--- config.mk ---
export PLATFORM = sky130hd
export DESIGN_NAME = ecl_engine
export DESIGN_NICKNAME = d
export VERILOG_FILES = /design/src/ecl_pkg.sv /design/src/ecl_engine.sv
export VERILOG_INCLUDE_DIRS = /design/src /design/src/src
export SDC_FILE = /design/constraint.sdc
export NUM_CORES = 2
export LEC_CHECK = 0
export BUFFER_PORTS_ARGS = -buffer_cell sky130_fd_sc_hd__buf_2
export CORE_AREA = 3 3 384 386
export DETAILED_ROUTE_END_ITERATION = 8
export DIE_AREA = 0 0 387 389
export GPL_ROUTABILITY_DRIVEN = 0
export PLACE_DENSITY = 0.4
export SETUP_SLACK_MARGIN = 0.1
export SYNTH_ARGS = -nofsm -noshare
export SYNTH_HDL_FRONTEND = slang
export SYNTH_SLANG_ARGS = --single-unit
--- constraint.sdc ---
create_clock -name CLK -period 5.4 [get_ports CLK]
set_input_delay 0.27 -clock CLK [delete_from_list [all_inputs] [get_ports CLK]]
set_output_delay 0.27 -clock CLK [all_outputs]
set_load 0.005 [all_outputs]
--- src/ecl_defs.svh ---
// Purpose: Constants for the hypervisor leaf engine (leaf codes, result codes, page types, masks, offsets).
// Assumes: Included by bare name; definitions only.
// Notes:   Page-type encodings and the conflict code value are local choices.
`ifndef ECL_DEFS_SVH
`define ECL_DEFS_SVH

// ----------------------------------------------------------------------------
// Leaf selectors and result codes
// ----------------------------------------------------------------------------
`define ECL_LEAF_INC 64'h0000_0000_0000_0001
`define ECL_LEAF_SETCTX 64'h0000_0000_0000_0002
`define ECL_RES_OK 64'h0000_0000_0000_0000
`define ECL_RES_CONFLICT 64'h0000_0000_0000_0001

// ----------------------------------------------------------------------------
// Page types
// ----------------------------------------------------------------------------
`define ECL_PT_CTRL 3'h0
`define ECL_THREAD_CONTROL_PAGE_TYPE 3'h1
`define ECL_REGULAR_PAGE_TYPE 3'h2
`define ECL_TRIMMED_PAGE_TYPE 3'h4
`define ECL_FIRST_SHADOW_STACK_TYPE 3'h5
`define ECL_REST_SHADOW_STACK_TYPE 3'h6

// ----------------------------------------------------------------------------
// Alignment masks, address shape, kernel privilege level and field offsets
// ----------------------------------------------------------------------------
`define ECL_PAGE_MASK 64'h0000_0000_0000_0FFF
`define ECL_QWORD_MASK 64'h0000_0000_0000_0007
`define ECL_CANON_MSB 47
`define ECL_CPL_KERNEL 2'h0
`define ECL_CTX_OFFSET 32'h0000_0040
`define ECL_CNT_OFFSET 32'h0000_0048

`endif

--- src/ecl_pkg.sv ---
// Purpose: Types shared by the hypervisor leaf engine and its bench.
// Assumes: Nothing beyond SystemVerilog packages.
// Notes:   Only state and fault encodings live here; other numbers are in ecl_defs.svh.
package ecl_pkg;

   typedef enum logic [5:0] {
      ST_IDLE = 6'h01,
      ST_LOOK = 6'h02,
      ST_READ = 6'h04,
      ST_WRITE = 6'h08,
      ST_DONE = 6'h10,
      ST_FAULT = 6'h20
   } ecl_state_type;

   typedef enum logic [1:0] {
      FLT_NONE = 2'h0,
      FLT_GP = 2'h1,
      FLT_PF = 2'h2
   } ecl_fault_type;

   // Instruction request from the core.
   typedef struct packed {
      logic [63:0] leaf;
      logic [63:0] target;
      logic [63:0] ctrl;
      logic [63:0] data;
      logic [1:0] cpl;
      logic long_mode;
      logic seg_usable;
      logic [63:0] seg_limit;
   } ecl_req_type;

   // Page cache map lookup answer for one linear address.
   typedef struct packed {
      logic in_cache;
      logic valid;
      logic busy;
      logic [2:0] page_type;
      logic [63:0] phys;
      logic [63:0] parent;
   } ecl_map_type;

   // Architectural completion state.
   typedef struct packed {
      logic [63:0] result;
      logic zf;
      logic cf;
      logic pf;
      logic af;
      logic of_flag;
      logic sf;
   } ecl_resp_type;

   typedef struct packed {
      ecl_state_type state;
      ecl_req_type req;
      logic [63:0] parent;
      logic [63:0] value;
      ecl_fault_type fault;
      logic [63:0] fault_addr;
      logic mem_rd;
      logic mem_wr;
      logic mem_lock;
      logic [63:0] mem_addr;
      logic [63:0] mem_wdata;
      logic mem_enclave;
      ecl_resp_type resp;
      logic done;
   } ecl_regs_type;

endpackage

--- src/ecl_engine.sv ---
// Purpose: Executes the increment-child-count and set-context hypervisor leaves.
// Assumes: One map lookup per operand, answered combinationally; memory answers with ACK.
// Notes:   Faults leave memory, result and flags untouched; the counter increment is one locked RMW.
//
// How it works
// [RULE_01] Leaf selector 02H runs set-context on the addressed control page.
// [RULE_02] Leaf selector 01H runs the child counter increment.
// [RULE_03] Increment is only allowed at privilege level zero.
// [RULE_04] Increment target not 4K aligned raises protection fault, code zero.
// [RULE_05] Target or control operand outside protected cache raises page fault.
// [RULE_06] Busy target sets zero flag, conflict code, jumps to flag cleanup.
// [RULE_07] Target map entry with valid bit zero raises page fault.
// [RULE_08] Child types resolve to parent, control type to itself, else page fault.
// [RULE_09] Resolved parent differing from control operand address raises protection fault.
// [RULE_10] Counter increment is one locked read-modify-write.
// [RULE_11] Success clears zero flag and writes result zero.
// [RULE_12] Completion clears carry, parity, aux-carry, overflow and sign flags.
// [RULE_13] Other page operations never cause a conflict for the increment.
// [RULE_14] Protected mode: operand beyond segment limit or unusable segment faults.
// [RULE_15] 64-bit mode: non-canonical operand address raises protection fault.
// [RULE_16] Control operand not a control page raises page fault.
// [RULE_17] Caller puts control page in count register, value pointer in data.
// [RULE_18] Set-context overwrites context field with value fetched via pointer.
// [RULE_19] Creating or loading a control page sets context to its own address.
// [RULE_20] Set-context fails on any misaligned operand.
// [RULE_21] Control page read as enclave, context pointer read as non-enclave.
// [RULE_22] Context pointer not 8-byte aligned raises protection fault.
// [RULE_23] Faults leave counter, context, result and flags unchanged.
//
// Added by the designer: the register offsets and the plain strobed port.
`timescale 1ns/1ps
`include "ecl_defs.svh"

module ecl_engine #(
   parameter int CTX_OFFSET = `ECL_CTX_OFFSET,
   parameter int CNT_OFFSET = `ECL_CNT_OFFSET
) (
   input wire logic CLK,
   input wire logic RST,
   input wire logic REQ_VALID,
   output logic REQ_READY,
   input wire ecl_pkg::ecl_req_type REQ,
   input wire ecl_pkg::ecl_map_type TARGET_MAP,
   input wire ecl_pkg::ecl_map_type CTRL_MAP,
   input wire logic INIT_VALID,
   input wire logic [63:0] INIT_PAGE,
   output logic MEM_RD,
   output logic MEM_WR,
   output logic MEM_LOCK,
   output logic MEM_ENCLAVE,
   output logic [63:0] MEM_ADDR,
   output logic [63:0] MEM_WDATA,
   input wire logic MEM_ACK,
   input wire logic [63:0] MEM_RDATA,
   output logic DONE,
   output logic [1:0] FAULT,
   output logic [63:0] FAULT_ADDR,
   output ecl_pkg::ecl_resp_type RESP
);

   // -------------------------------------------------------------------------
   // Operand checks
   // -------------------------------------------------------------------------
   function automatic logic bad_addr(input logic [63:0] a, input ecl_pkg::ecl_req_type r);
      logic canon;
      canon = (a[63:`ECL_CANON_MSB] == {(64 - `ECL_CANON_MSB){1'b0}})
         || (a[63:`ECL_CANON_MSB] == {(64 - `ECL_CANON_MSB){1'b1}});
      if (r.long_mode) begin
         bad_addr = !canon; // [RULE_15]
      end else begin
         bad_addr = !r.seg_usable || (a > r.seg_limit); // [RULE_14]
      end
   endfunction

   function automatic logic child_type(input logic [2:0] t);
      child_type = (t == `ECL_REGULAR_PAGE_TYPE) || (t == `ECL_THREAD_CONTROL_PAGE_TYPE) || (t == `ECL_TRIMMED_PAGE_TYPE)
         || (t == `ECL_FIRST_SHADOW_STACK_TYPE) || (t == `ECL_REST_SHADOW_STACK_TYPE);
   endfunction

   function automatic logic [63:0] field(input logic [63:0] page, input int off);
      field = page + 64'(off);
   endfunction

   ecl_pkg::ecl_regs_type r;
   ecl_pkg::ecl_regs_type next_r;

   // -------------------------------------------------------------------------
   // Next state
   // -------------------------------------------------------------------------
   always_comb begin
      ecl_pkg::ecl_req_type q;
      logic is_inc;
      next_r = r;
      q = r.req;
      is_inc = (q.leaf == `ECL_LEAF_INC);
      next_r.done = 1'b0;
      case (r.state)
         ecl_pkg::ST_IDLE: begin
            next_r.mem_lock = 1'b0;
            if (INIT_VALID) begin
               // Default context is the control page's own address.
               next_r.mem_wr = 1'b1; // [RULE_19]
               next_r.mem_enclave = 1'b1;
               next_r.mem_addr = field(INIT_PAGE, CTX_OFFSET);
               next_r.mem_wdata = INIT_PAGE;
               next_r.state = ecl_pkg::ST_WRITE;
            end else if (REQ_VALID) begin
               next_r.req = REQ;
               next_r.fault = ecl_pkg::FLT_NONE;
               next_r.state = ecl_pkg::ST_LOOK;
            end
         end
         ecl_pkg::ST_LOOK: begin
            next_r.state = ecl_pkg::ST_FAULT;
            next_r.fault = ecl_pkg::FLT_GP;
            next_r.fault_addr = 64'h0;
            if (is_inc) begin // [RULE_02]
               // Concurrency with other page operations is ignored: only busy counts.
               if (q.cpl != `ECL_CPL_KERNEL) begin // [RULE_03]
               end else if (bad_addr(q.target, q) || bad_addr(q.ctrl, q)) begin
               end else if ((q.target & `ECL_PAGE_MASK) != 64'h0) begin // [RULE_04]
               end else if (!TARGET_MAP.in_cache) begin // [RULE_05]
                  next_r.fault = ecl_pkg::FLT_PF;
                  next_r.fault_addr = q.target;
               end else if (!CTRL_MAP.in_cache) begin // [RULE_05]
                  next_r.fault = ecl_pkg::FLT_PF;
                  next_r.fault_addr = q.ctrl;
               end else if (TARGET_MAP.busy) begin // [RULE_06] [RULE_13]
                  next_r.fault = ecl_pkg::FLT_NONE;
                  next_r.resp.zf = 1'b1;
                  next_r.resp.result = `ECL_RES_CONFLICT;
                  next_r.state = ecl_pkg::ST_DONE;
               end else if (!TARGET_MAP.valid || !(child_type(TARGET_MAP.page_type)
                  || TARGET_MAP.page_type == `ECL_PT_CTRL)) begin // [RULE_07] [RULE_08]
                  next_r.fault = ecl_pkg::FLT_PF;
                  next_r.fault_addr = q.target;
               end else if (!CTRL_MAP.valid || CTRL_MAP.page_type != `ECL_PT_CTRL) begin
                  next_r.fault = ecl_pkg::FLT_PF; // [RULE_16]
                  next_r.fault_addr = q.ctrl;
               end else begin
                  next_r.parent = child_type(TARGET_MAP.page_type) ? TARGET_MAP.parent
                     : TARGET_MAP.phys; // [RULE_08]
                  if (next_r.parent != CTRL_MAP.phys) begin // [RULE_09]
                  end else begin
                     next_r.fault = ecl_pkg::FLT_NONE;
                     next_r.mem_rd = 1'b1;
                     next_r.mem_lock = 1'b1; // [RULE_10]
                     next_r.mem_enclave = 1'b1;
                     next_r.mem_addr = field(CTRL_MAP.phys, CNT_OFFSET);
                     next_r.state = ecl_pkg::ST_READ;
                  end
               end
            end else if (q.leaf == `ECL_LEAF_SETCTX) begin // [RULE_01] [RULE_17]
               if (bad_addr(q.ctrl, q) || bad_addr(q.data, q)) begin
               end else if ((q.ctrl & `ECL_PAGE_MASK) != 64'h0) begin // [RULE_20]
               end else if (!CTRL_MAP.in_cache) begin // [RULE_05]
                  next_r.fault = ecl_pkg::FLT_PF;
                  next_r.fault_addr = q.ctrl;
               end else if ((q.data & `ECL_QWORD_MASK) != 64'h0) begin // [RULE_22]
               end else begin
                  // Fetch the new context value through the non-enclave pointer.
                  next_r.fault = ecl_pkg::FLT_NONE;
                  next_r.mem_rd = 1'b1;
                  next_r.mem_enclave = 1'b0; // [RULE_21]
                  next_r.mem_addr = q.data;
                  next_r.state = ecl_pkg::ST_READ;
               end
            end
         end
         ecl_pkg::ST_READ: begin
            if (MEM_ACK) begin
               next_r.mem_rd = 1'b0;
               next_r.value = MEM_RDATA;
               if (is_inc) begin
                  next_r.mem_wr = 1'b1;
                  next_r.mem_wdata = MEM_RDATA + 64'h1; // [RULE_10]
                  next_r.state = ecl_pkg::ST_WRITE;
               end else if (CTRL_MAP.busy) begin
                  next_r.resp.zf = 1'b1; // [RULE_06]
                  next_r.resp.result = `ECL_RES_CONFLICT;
                  next_r.state = ecl_pkg::ST_DONE;
               end else if (!CTRL_MAP.valid || CTRL_MAP.page_type != `ECL_PT_CTRL) begin
                  next_r.fault = ecl_pkg::FLT_PF; // [RULE_16]
                  next_r.fault_addr = q.ctrl;
                  next_r.state = ecl_pkg::ST_FAULT;
               end else begin
                  next_r.mem_wr = 1'b1;
                  next_r.mem_enclave = 1'b1; // [RULE_21]
                  next_r.mem_addr = field(CTRL_MAP.phys, CTX_OFFSET);
                  next_r.mem_wdata = MEM_RDATA; // [RULE_18]
                  next_r.state = ecl_pkg::ST_WRITE;
               end
            end
         end
         ecl_pkg::ST_WRITE: begin
            if (MEM_ACK) begin
               next_r.mem_wr = 1'b0;
               next_r.mem_lock = 1'b0;
               // A pending page set-up must not swallow the result of a running leaf.
               if (r.fault == ecl_pkg::FLT_NONE && r.req.leaf != 64'h0) begin
                  next_r.resp.zf = 1'b0; // [RULE_11]
                  next_r.resp.result = `ECL_RES_OK;
               end
               next_r.state = (r.req.leaf == 64'h0) ? ecl_pkg::ST_IDLE : ecl_pkg::ST_DONE;
            end
         end
         ecl_pkg::ST_DONE: begin
            next_r.resp.cf = 1'b0; // [RULE_12]
            next_r.resp.pf = 1'b0;
            next_r.resp.af = 1'b0;
            next_r.resp.of_flag = 1'b0;
            next_r.resp.sf = 1'b0;
            next_r.req.leaf = 64'h0;
            next_r.done = 1'b1;
            next_r.state = ecl_pkg::ST_IDLE;
         end
         ecl_pkg::ST_FAULT: begin
            // Nothing architectural is touched on this path.
            next_r.req.leaf = 64'h0; // [RULE_23]
            next_r.done = 1'b1;
            next_r.state = ecl_pkg::ST_IDLE;
         end
         default: begin
            next_r.state = ecl_pkg::ST_IDLE;
         end
      endcase
   end

   always_ff @(posedge CLK) begin
      if (RST) begin
         r <= '0;
         r.state <= ecl_pkg::ST_IDLE;
      end else begin
         r <= next_r;
      end
   end

   // -------------------------------------------------------------------------
   // Outputs
   // -------------------------------------------------------------------------
   assign REQ_READY = (r.state == ecl_pkg::ST_IDLE) && !INIT_VALID;
   assign MEM_RD = r.mem_rd;
   assign MEM_WR = r.mem_wr;
   assign MEM_LOCK = r.mem_lock;
   assign MEM_ENCLAVE = r.mem_enclave;
   assign MEM_ADDR = r.mem_addr;
   assign MEM_WDATA = r.mem_wdata;
   assign DONE = r.done;
   assign FAULT = (r.done) ? r.fault : ecl_pkg::FLT_NONE;
   assign FAULT_ADDR = r.fault_addr;
   assign RESP = r.resp;

endmodule // ecl_engine

=== Word-level counts from Yosys, hierarchy flattened ===
Cells that the tools add are included.
W data, S select, Z words.

* Reductions and logical operators: 56
* Mux-type cells: 128
* Bitwise gates (word level): 1
* Eq/ne operators: 56
* $lt $le $gt $ge: 3
* Add/subtract/negate cells: 4

{| class="wikitable"
|+ Operators with widths
! kind !! number
|-
| $mux W65 || 15
|-
| $mux W66 || 12
|-
| $mux W64 || 11
|-
| $mux W67 || 7
|-
| $mux W129 || 3
|-
| $mux W330 || 1
|-
| $mux W324 || 1
|-
| $pmux W64 S2 || 2
|-
| $reduce_bool A64 Y1 || 4
|-
| $pmux W65 S3 || 1
|-
| $mux W194 || 1
|-
| $add A64 B7 Y64 const B || 3
|-
| $gt A64 B64 Y1 || 3
|-
| $pmux W64 S3 || 1
|-
| $pmux W65 S2 || 1
|-
| $mux W6 || 21
|-
| $mux W68 || 1
|-
| $add A64 B1 Y64 const B || 1
|-
| $eq A64 B1 Y1 const B || 1
|-
| $eq A64 B2 Y1 const B || 1
|-
| $logic_not A64 Y1 || 1
|-
| $ne A64 B64 Y1 || 1
|-
| $eq A17 B17 Y1 const B || 3
|-
| $logic_not A17 Y1 || 3
|-
| other kinds (34) || 149
|}

* Register bits: 594
* Output and inout port bits: 270

=== Depth between registers and ports, before layout ===
* Depth in word-level cells: 18
* Depth in mapped cells: 19
* Gate-level depth less buffers: 12

=== Least setup slack after synthesis ===
OpenSTA, ideal clock, no wires.

* Path type: register to register
* Start point: reg r[726] (netlist name)
* End point: reg r (netlist bit MEM_ADDR[62])
* Cell stages (with the launch flop): 17
* Buffers on the path: 5
* Path slack: 970 ps
* Arrival: 4372 ps
* Path through: dfxtp_1 -> or4_1 -> nor2_4 -> clkbuf_1 -> clkbuf_1 -> clkbuf_1 -> clkbuf_1 -> buf_1 -> nand2_1 -> nand2_1 -> ha_1 -> nand2_1 -> a211oi_1 -> nand4_1 -> o41a_1 -> a311oi_1 -> mux2_2

* Word-level cells in the longest chain between the ends: 3
* Elaborated cells between the ends (all ways): 25
* Those cells by class: 22 x eq/ne; 1 x mux; 2 x reduce/logical

{| class="wikitable"
|+ Ends and longest elaborated chain
! what !! RTL line !! text
|-
| from (decl) || ecl_engine.sv:84 || <nowiki>ecl_pkg::ecl_regs_type r;</nowiki>
|-
| from (signal assigned) || ecl_engine.sv:234 || <nowiki>r <= next_r;</nowiki>
|-
| $eq A6 B2 Y1, or another cell as far along || ecl_engine.sv:97 || <nowiki>case (r.state)</nowiki>
|-
| $ne A3 B3 Y1 (no line), or another cell as far along || n/a ||
|-
| $reduce_and A20 Y1 (no line) || n/a ||
|}

Parallel ways exist; a longest one is shown, timed or not.
A chain may end at the register's enable or synchronous reset.

=== Final worst setup path ===
* Start point: reg r[460] (netlist name)
* End point: reg r (netlist bit MEM_ADDR[59])

* Word-level cells in the longest chain between the ends: 9
* Elaborated cells between the ends (all ways): 27
* Those cells by class: 3 x order compare; 3 x eq/ne; 15 x mux; 6 x reduce/logical

{| class="wikitable"
|+ Ends and longest elaborated chain
! what !! RTL line !! text
|-
| $gt A64 B64 Y1 || ecl_engine.sv:71 || <nowiki>bad_addr = !r.seg_usable || (a > r.seg_limit);</nowiki>
|-
| $logic_or A1 B1 Y1 || ecl_engine.sv:71 ||
|-
| $mux W1 || ecl_engine.sv:68 || <nowiki>if (r.long_mode) begin</nowiki>
|-
| $mux W1, on equally long branches || ecl_engine.sv:119, ecl_engine.sv:153 ||
|-
| $mux W1 || ecl_engine.sv:117 || <nowiki>if (is_inc) begin</nowiki>
|-
| $mux W1 || ecl_engine.sv:97 ||
|-
| $logic_or A1 B1 Y1, on equally long branches || ecl_engine.sv:120, ecl_engine.sv:154 ||
|-
| $ne A3 B3 Y1 (no line) || n/a ||
|-
| $reduce_and A20 Y1 (no line) * || n/a ||
|}

Mark *: on every way between the ends. The rest lies on a longest branch, timed or not. The select of a mux whose other input is x is not followed.

==> flow_summary.yaml <==
status:
  status: "completed"
clock_tree:
  cts-root-buf: "clkbuf_16"
  htree_levels: 3
  cts_setup_buffers: 0
  cts_max_path_buffers: 3
  clkSinkCount: 530
  numCtsBuffers: 73
  path_clk_slew_ns: 0.06
  ctsResizeCount: 0
  clk-insertion-delay-late_ns: 0.70
  tritoncts: "built"
drt:
  drtIter0Drc: 2587
  vias: 38355
  vias_per_cell: 5.04
  first_pass_iters: 6
  wl_um: 200000
  wl_per_cell_um: 26.3
  route.antenna.remaining_nets: 0
  drc: 0
worst_setup_path:
  critPathKind: "flip-flop to flip-flop"
  max_stage_delay_ns: 0.64
  critPathRequiredTime_ns: 5.97
  arrival_ns: 5.14
  r2r_cells: 14
  crit_path_start_kind: "flip-flop"
  worst_path_max_delay_cell: "nor3_1"
  r2r_setup_slack_ns: 0.83
  crit_fanout: 44
  worstSetupEndpointType: "flip-flop"
  path_cells: "inv_1 -> ha_1 -> nand4_1 -> nor3_1 -> nand4_1 -> a31oi_1 -> nor4_1 -> nand3_1 -> a211oi_2 -> buf_4 -> a311oi_4 -> buf_4 -> a31oi_1 -> a311oi_1"
layout:
  seqCellArea_um2: 10600
  drive_above_1_share_pct: 19.7
  final_area_um2: 45900
  nNetsFinal: 6530
  multi_input_comb_area_um2: 21300
  syn_to_final_growth_pct: 30.5
  n_fill_cell: 15606
grt:
  track_usage_pct: 25.5
  grt_pass1_vias: 37962
  grt-ovfl-total: 0
  antenna_found_initial: 56
  grt_pass1_wl_um: 279000
  grt_max_degree: 193
synth:
  async_reset_ff_share_pct: 0
  synthCells: 4748
  ys_warn_count: 0
  ys.flop_type: "dfxtp_1"
  ys_seq_elements: 530
  synth.area.top_cells: "dfxtp_1 (30%), nand2_1 (9.3%), a21oi_1 (7.9%)"
  avgSynthCellArea_um2: 7.40
  synth_area_um2: 35100
  synth-seq-area-share_pct: 30.2
  synth_edf_count: 0
  synth_cell_types: 86
  synth_top_cell_by_area: "dfxtp_1"
  yosysTopAreaCellShare_pct: 30.2
sta:
  final_max_slew_viol_count: 0
  tightestPinTransition_ns: 1.21
  period_needed_ns: 4.57
  hold_violations: 0
  fin_crit_sh_pct: 84.6
  rsz0062_at_grt: "false"
  relSlewSlack_pct: 19.3
  fin_ws_ns: 0.831
  max_freq_mhz: 219
  setup_viol: 0
  fin_skew_ns: 0.0464
  timing.setup.tns_ns: 0
floorplan:
  io_pins: 995
  core_region_area_um2: 144000
  rows: 139
  die_h_um: 389
  initial_core_util_pct: 24.4
  dieArea_um2: 151000
  die_x_um: 387
pwr:
  peakVddDrop_mv: 0.202
  p_int_mw: 8.51
  power.switching_mw: 4.55
  p_per_area_nw_per_um2: 285
  switching_share_pct: 34.8
  pwr-share-comb_pct: 26.0
  clock_power_share_pct: 39.1
  seq_power_share_pct: 34.9
  p_leak_nw: 18.9
  power_mw: 13.1
place:
  post_dp_cell_area_um2: 39800
  pre_cts_slack_ns: 0.515
  dp_hpwl_um: 159000
  portBuffers: 862
min_path:
  hp-class: "input pin to flip-flop"
  hold_depth: 2
flow_run:
  max_cap_viol_count: 0
==> metal layers <==
layer | wire [um] | global-route usage (%) | vias up
met4 | 8640 | 11.2 | 8
met2 | 96600 | 43.9 | 1308
met3 | 14000 | 6.28 | 324
met5 | 62 | 0 | -
met1 | 81100 | 30.0 | 18412
li1 | - | - | 18303
==> Yosys cell counts (all sizes together) (110+ instances only) <==
cell and n:
a211oi 132, and3 110, a21oi 552, nor2 293
xnor2 113, ha 195, o21ai 133, nand3 213
nand2 866, clkbuf 254, dfxtp 530, buf 321
==> layout by cell type (no fill, tap or decap), types with 37 or more instances in the layout <==
master and instances:
nor4_1 65, conb_1 68, dfxtp_1 530, a31oi_1 73, nand3_1 210, dlygate4sd3_1 349
xnor2_1 113, nand2_1 860, a21oi_1 552, nor3_1 74, and2_1 51, clkbuf_16 73
o21ai_0 132, o211ai_1 41, or3_1 39, a21boi_0 42, buf_4 71, and3_1 108
inv_1 104, nor2_1 289, ha_1 195, xor2_1 73, buf_2 861, nand4_1 92
a211o_1 37, a211oi_1 130, a21o_1 38, diode_2 38
==> registers in the layout, summed over array words and instances (netlist names) <==
signal and cells:
r 332, FAULT_ADDR 64, MEM_ADDR 64, MEM_WDATA 64, DONE 1, MEM_ENCLAVE 1, MEM_LOCK 1, MEM_RD 1
MEM_WR 1, RESP 1
==> stage by stage <==
stage / hold WS, ns / util, % / cells
3_5_place_dp: 0.443 / 27.6 / 7089
4_1_cts: 0.00156 / 31.8 / 7568
5_1_grt: 0.0211 / 31.9 / 7589
6_report: 0.0312 / 31.9 / 7606
2_1_floorplan: 0.406 / - / 4815
3_3_place_gp: 0.438 / 27.6 / 7089
==> critical path, delay by kind of cell (launching register included) <==
kind,cells,cell delay (ns)
flip-flops,1,0.33
AND/OR/NAND/NOR,5,1.52
adder cells (fa/ha/maj),1,0.34
buffers and inverters,3,0.86
AO/OA/AOI/OAI,5,1.32
==> kinds of logic after synthesis <==
group | count (synthesis) | synth area share (%)
muxes | 33 | 1.02
xor gates and xnor gates | 186 | 4.64
buffers and inverters | 679 | 10.3
and+or+nand+nor | 1916 | 25.5
other | 1 | 0.0107
DFF | 530 | 30.2
adders and majority gates | 195 | 6.95
AOI/OAI and AO/OA | 1208 | 21.5
==> final timing paths <==
kind,start,endpoint
setup / recovery,r[460],MEM_ADDR[59]
hold / removal,RST,r[528]
setup reg to reg,r[460],MEM_ADDR[59]
hold reg to reg,FAULT_ADDR[0],FAULT_ADDR[0]
==> power by group through the flow <==
stage	sequential, mW	combinational [mW]	clock (mW)
2_1_floorplan	4.49	1.95	0
3_3_place_gp	4.64	3.18	0
3_5_place_dp	4.64	3.20	0
4_1_cts	4.56	3.42	5.27
5_1_grt	4.60	3.71	5.42
6_report	4.56	3.39	5.10
==> timing repair <==
action,in CTS,in global routing
hold buffers,349,0
endpoints found under the hold margin,344,0
setup endpoints to repair,0,0
==> area by class of cell <==
type                            instances  area share (%)
Clock buffer                           97            4.42
Sequential cell                       530            23.1
Clock inverter                         33            1.03
Antenna cell                           38           0.207
Tap cell                             1903            5.19
Inverter                              104           0.851
Timing Repair Buffer                 1295            18.8
Multi-Input combinational cell       3606            46.4
No activity file was read; power rests on OpenSTA's default activity.
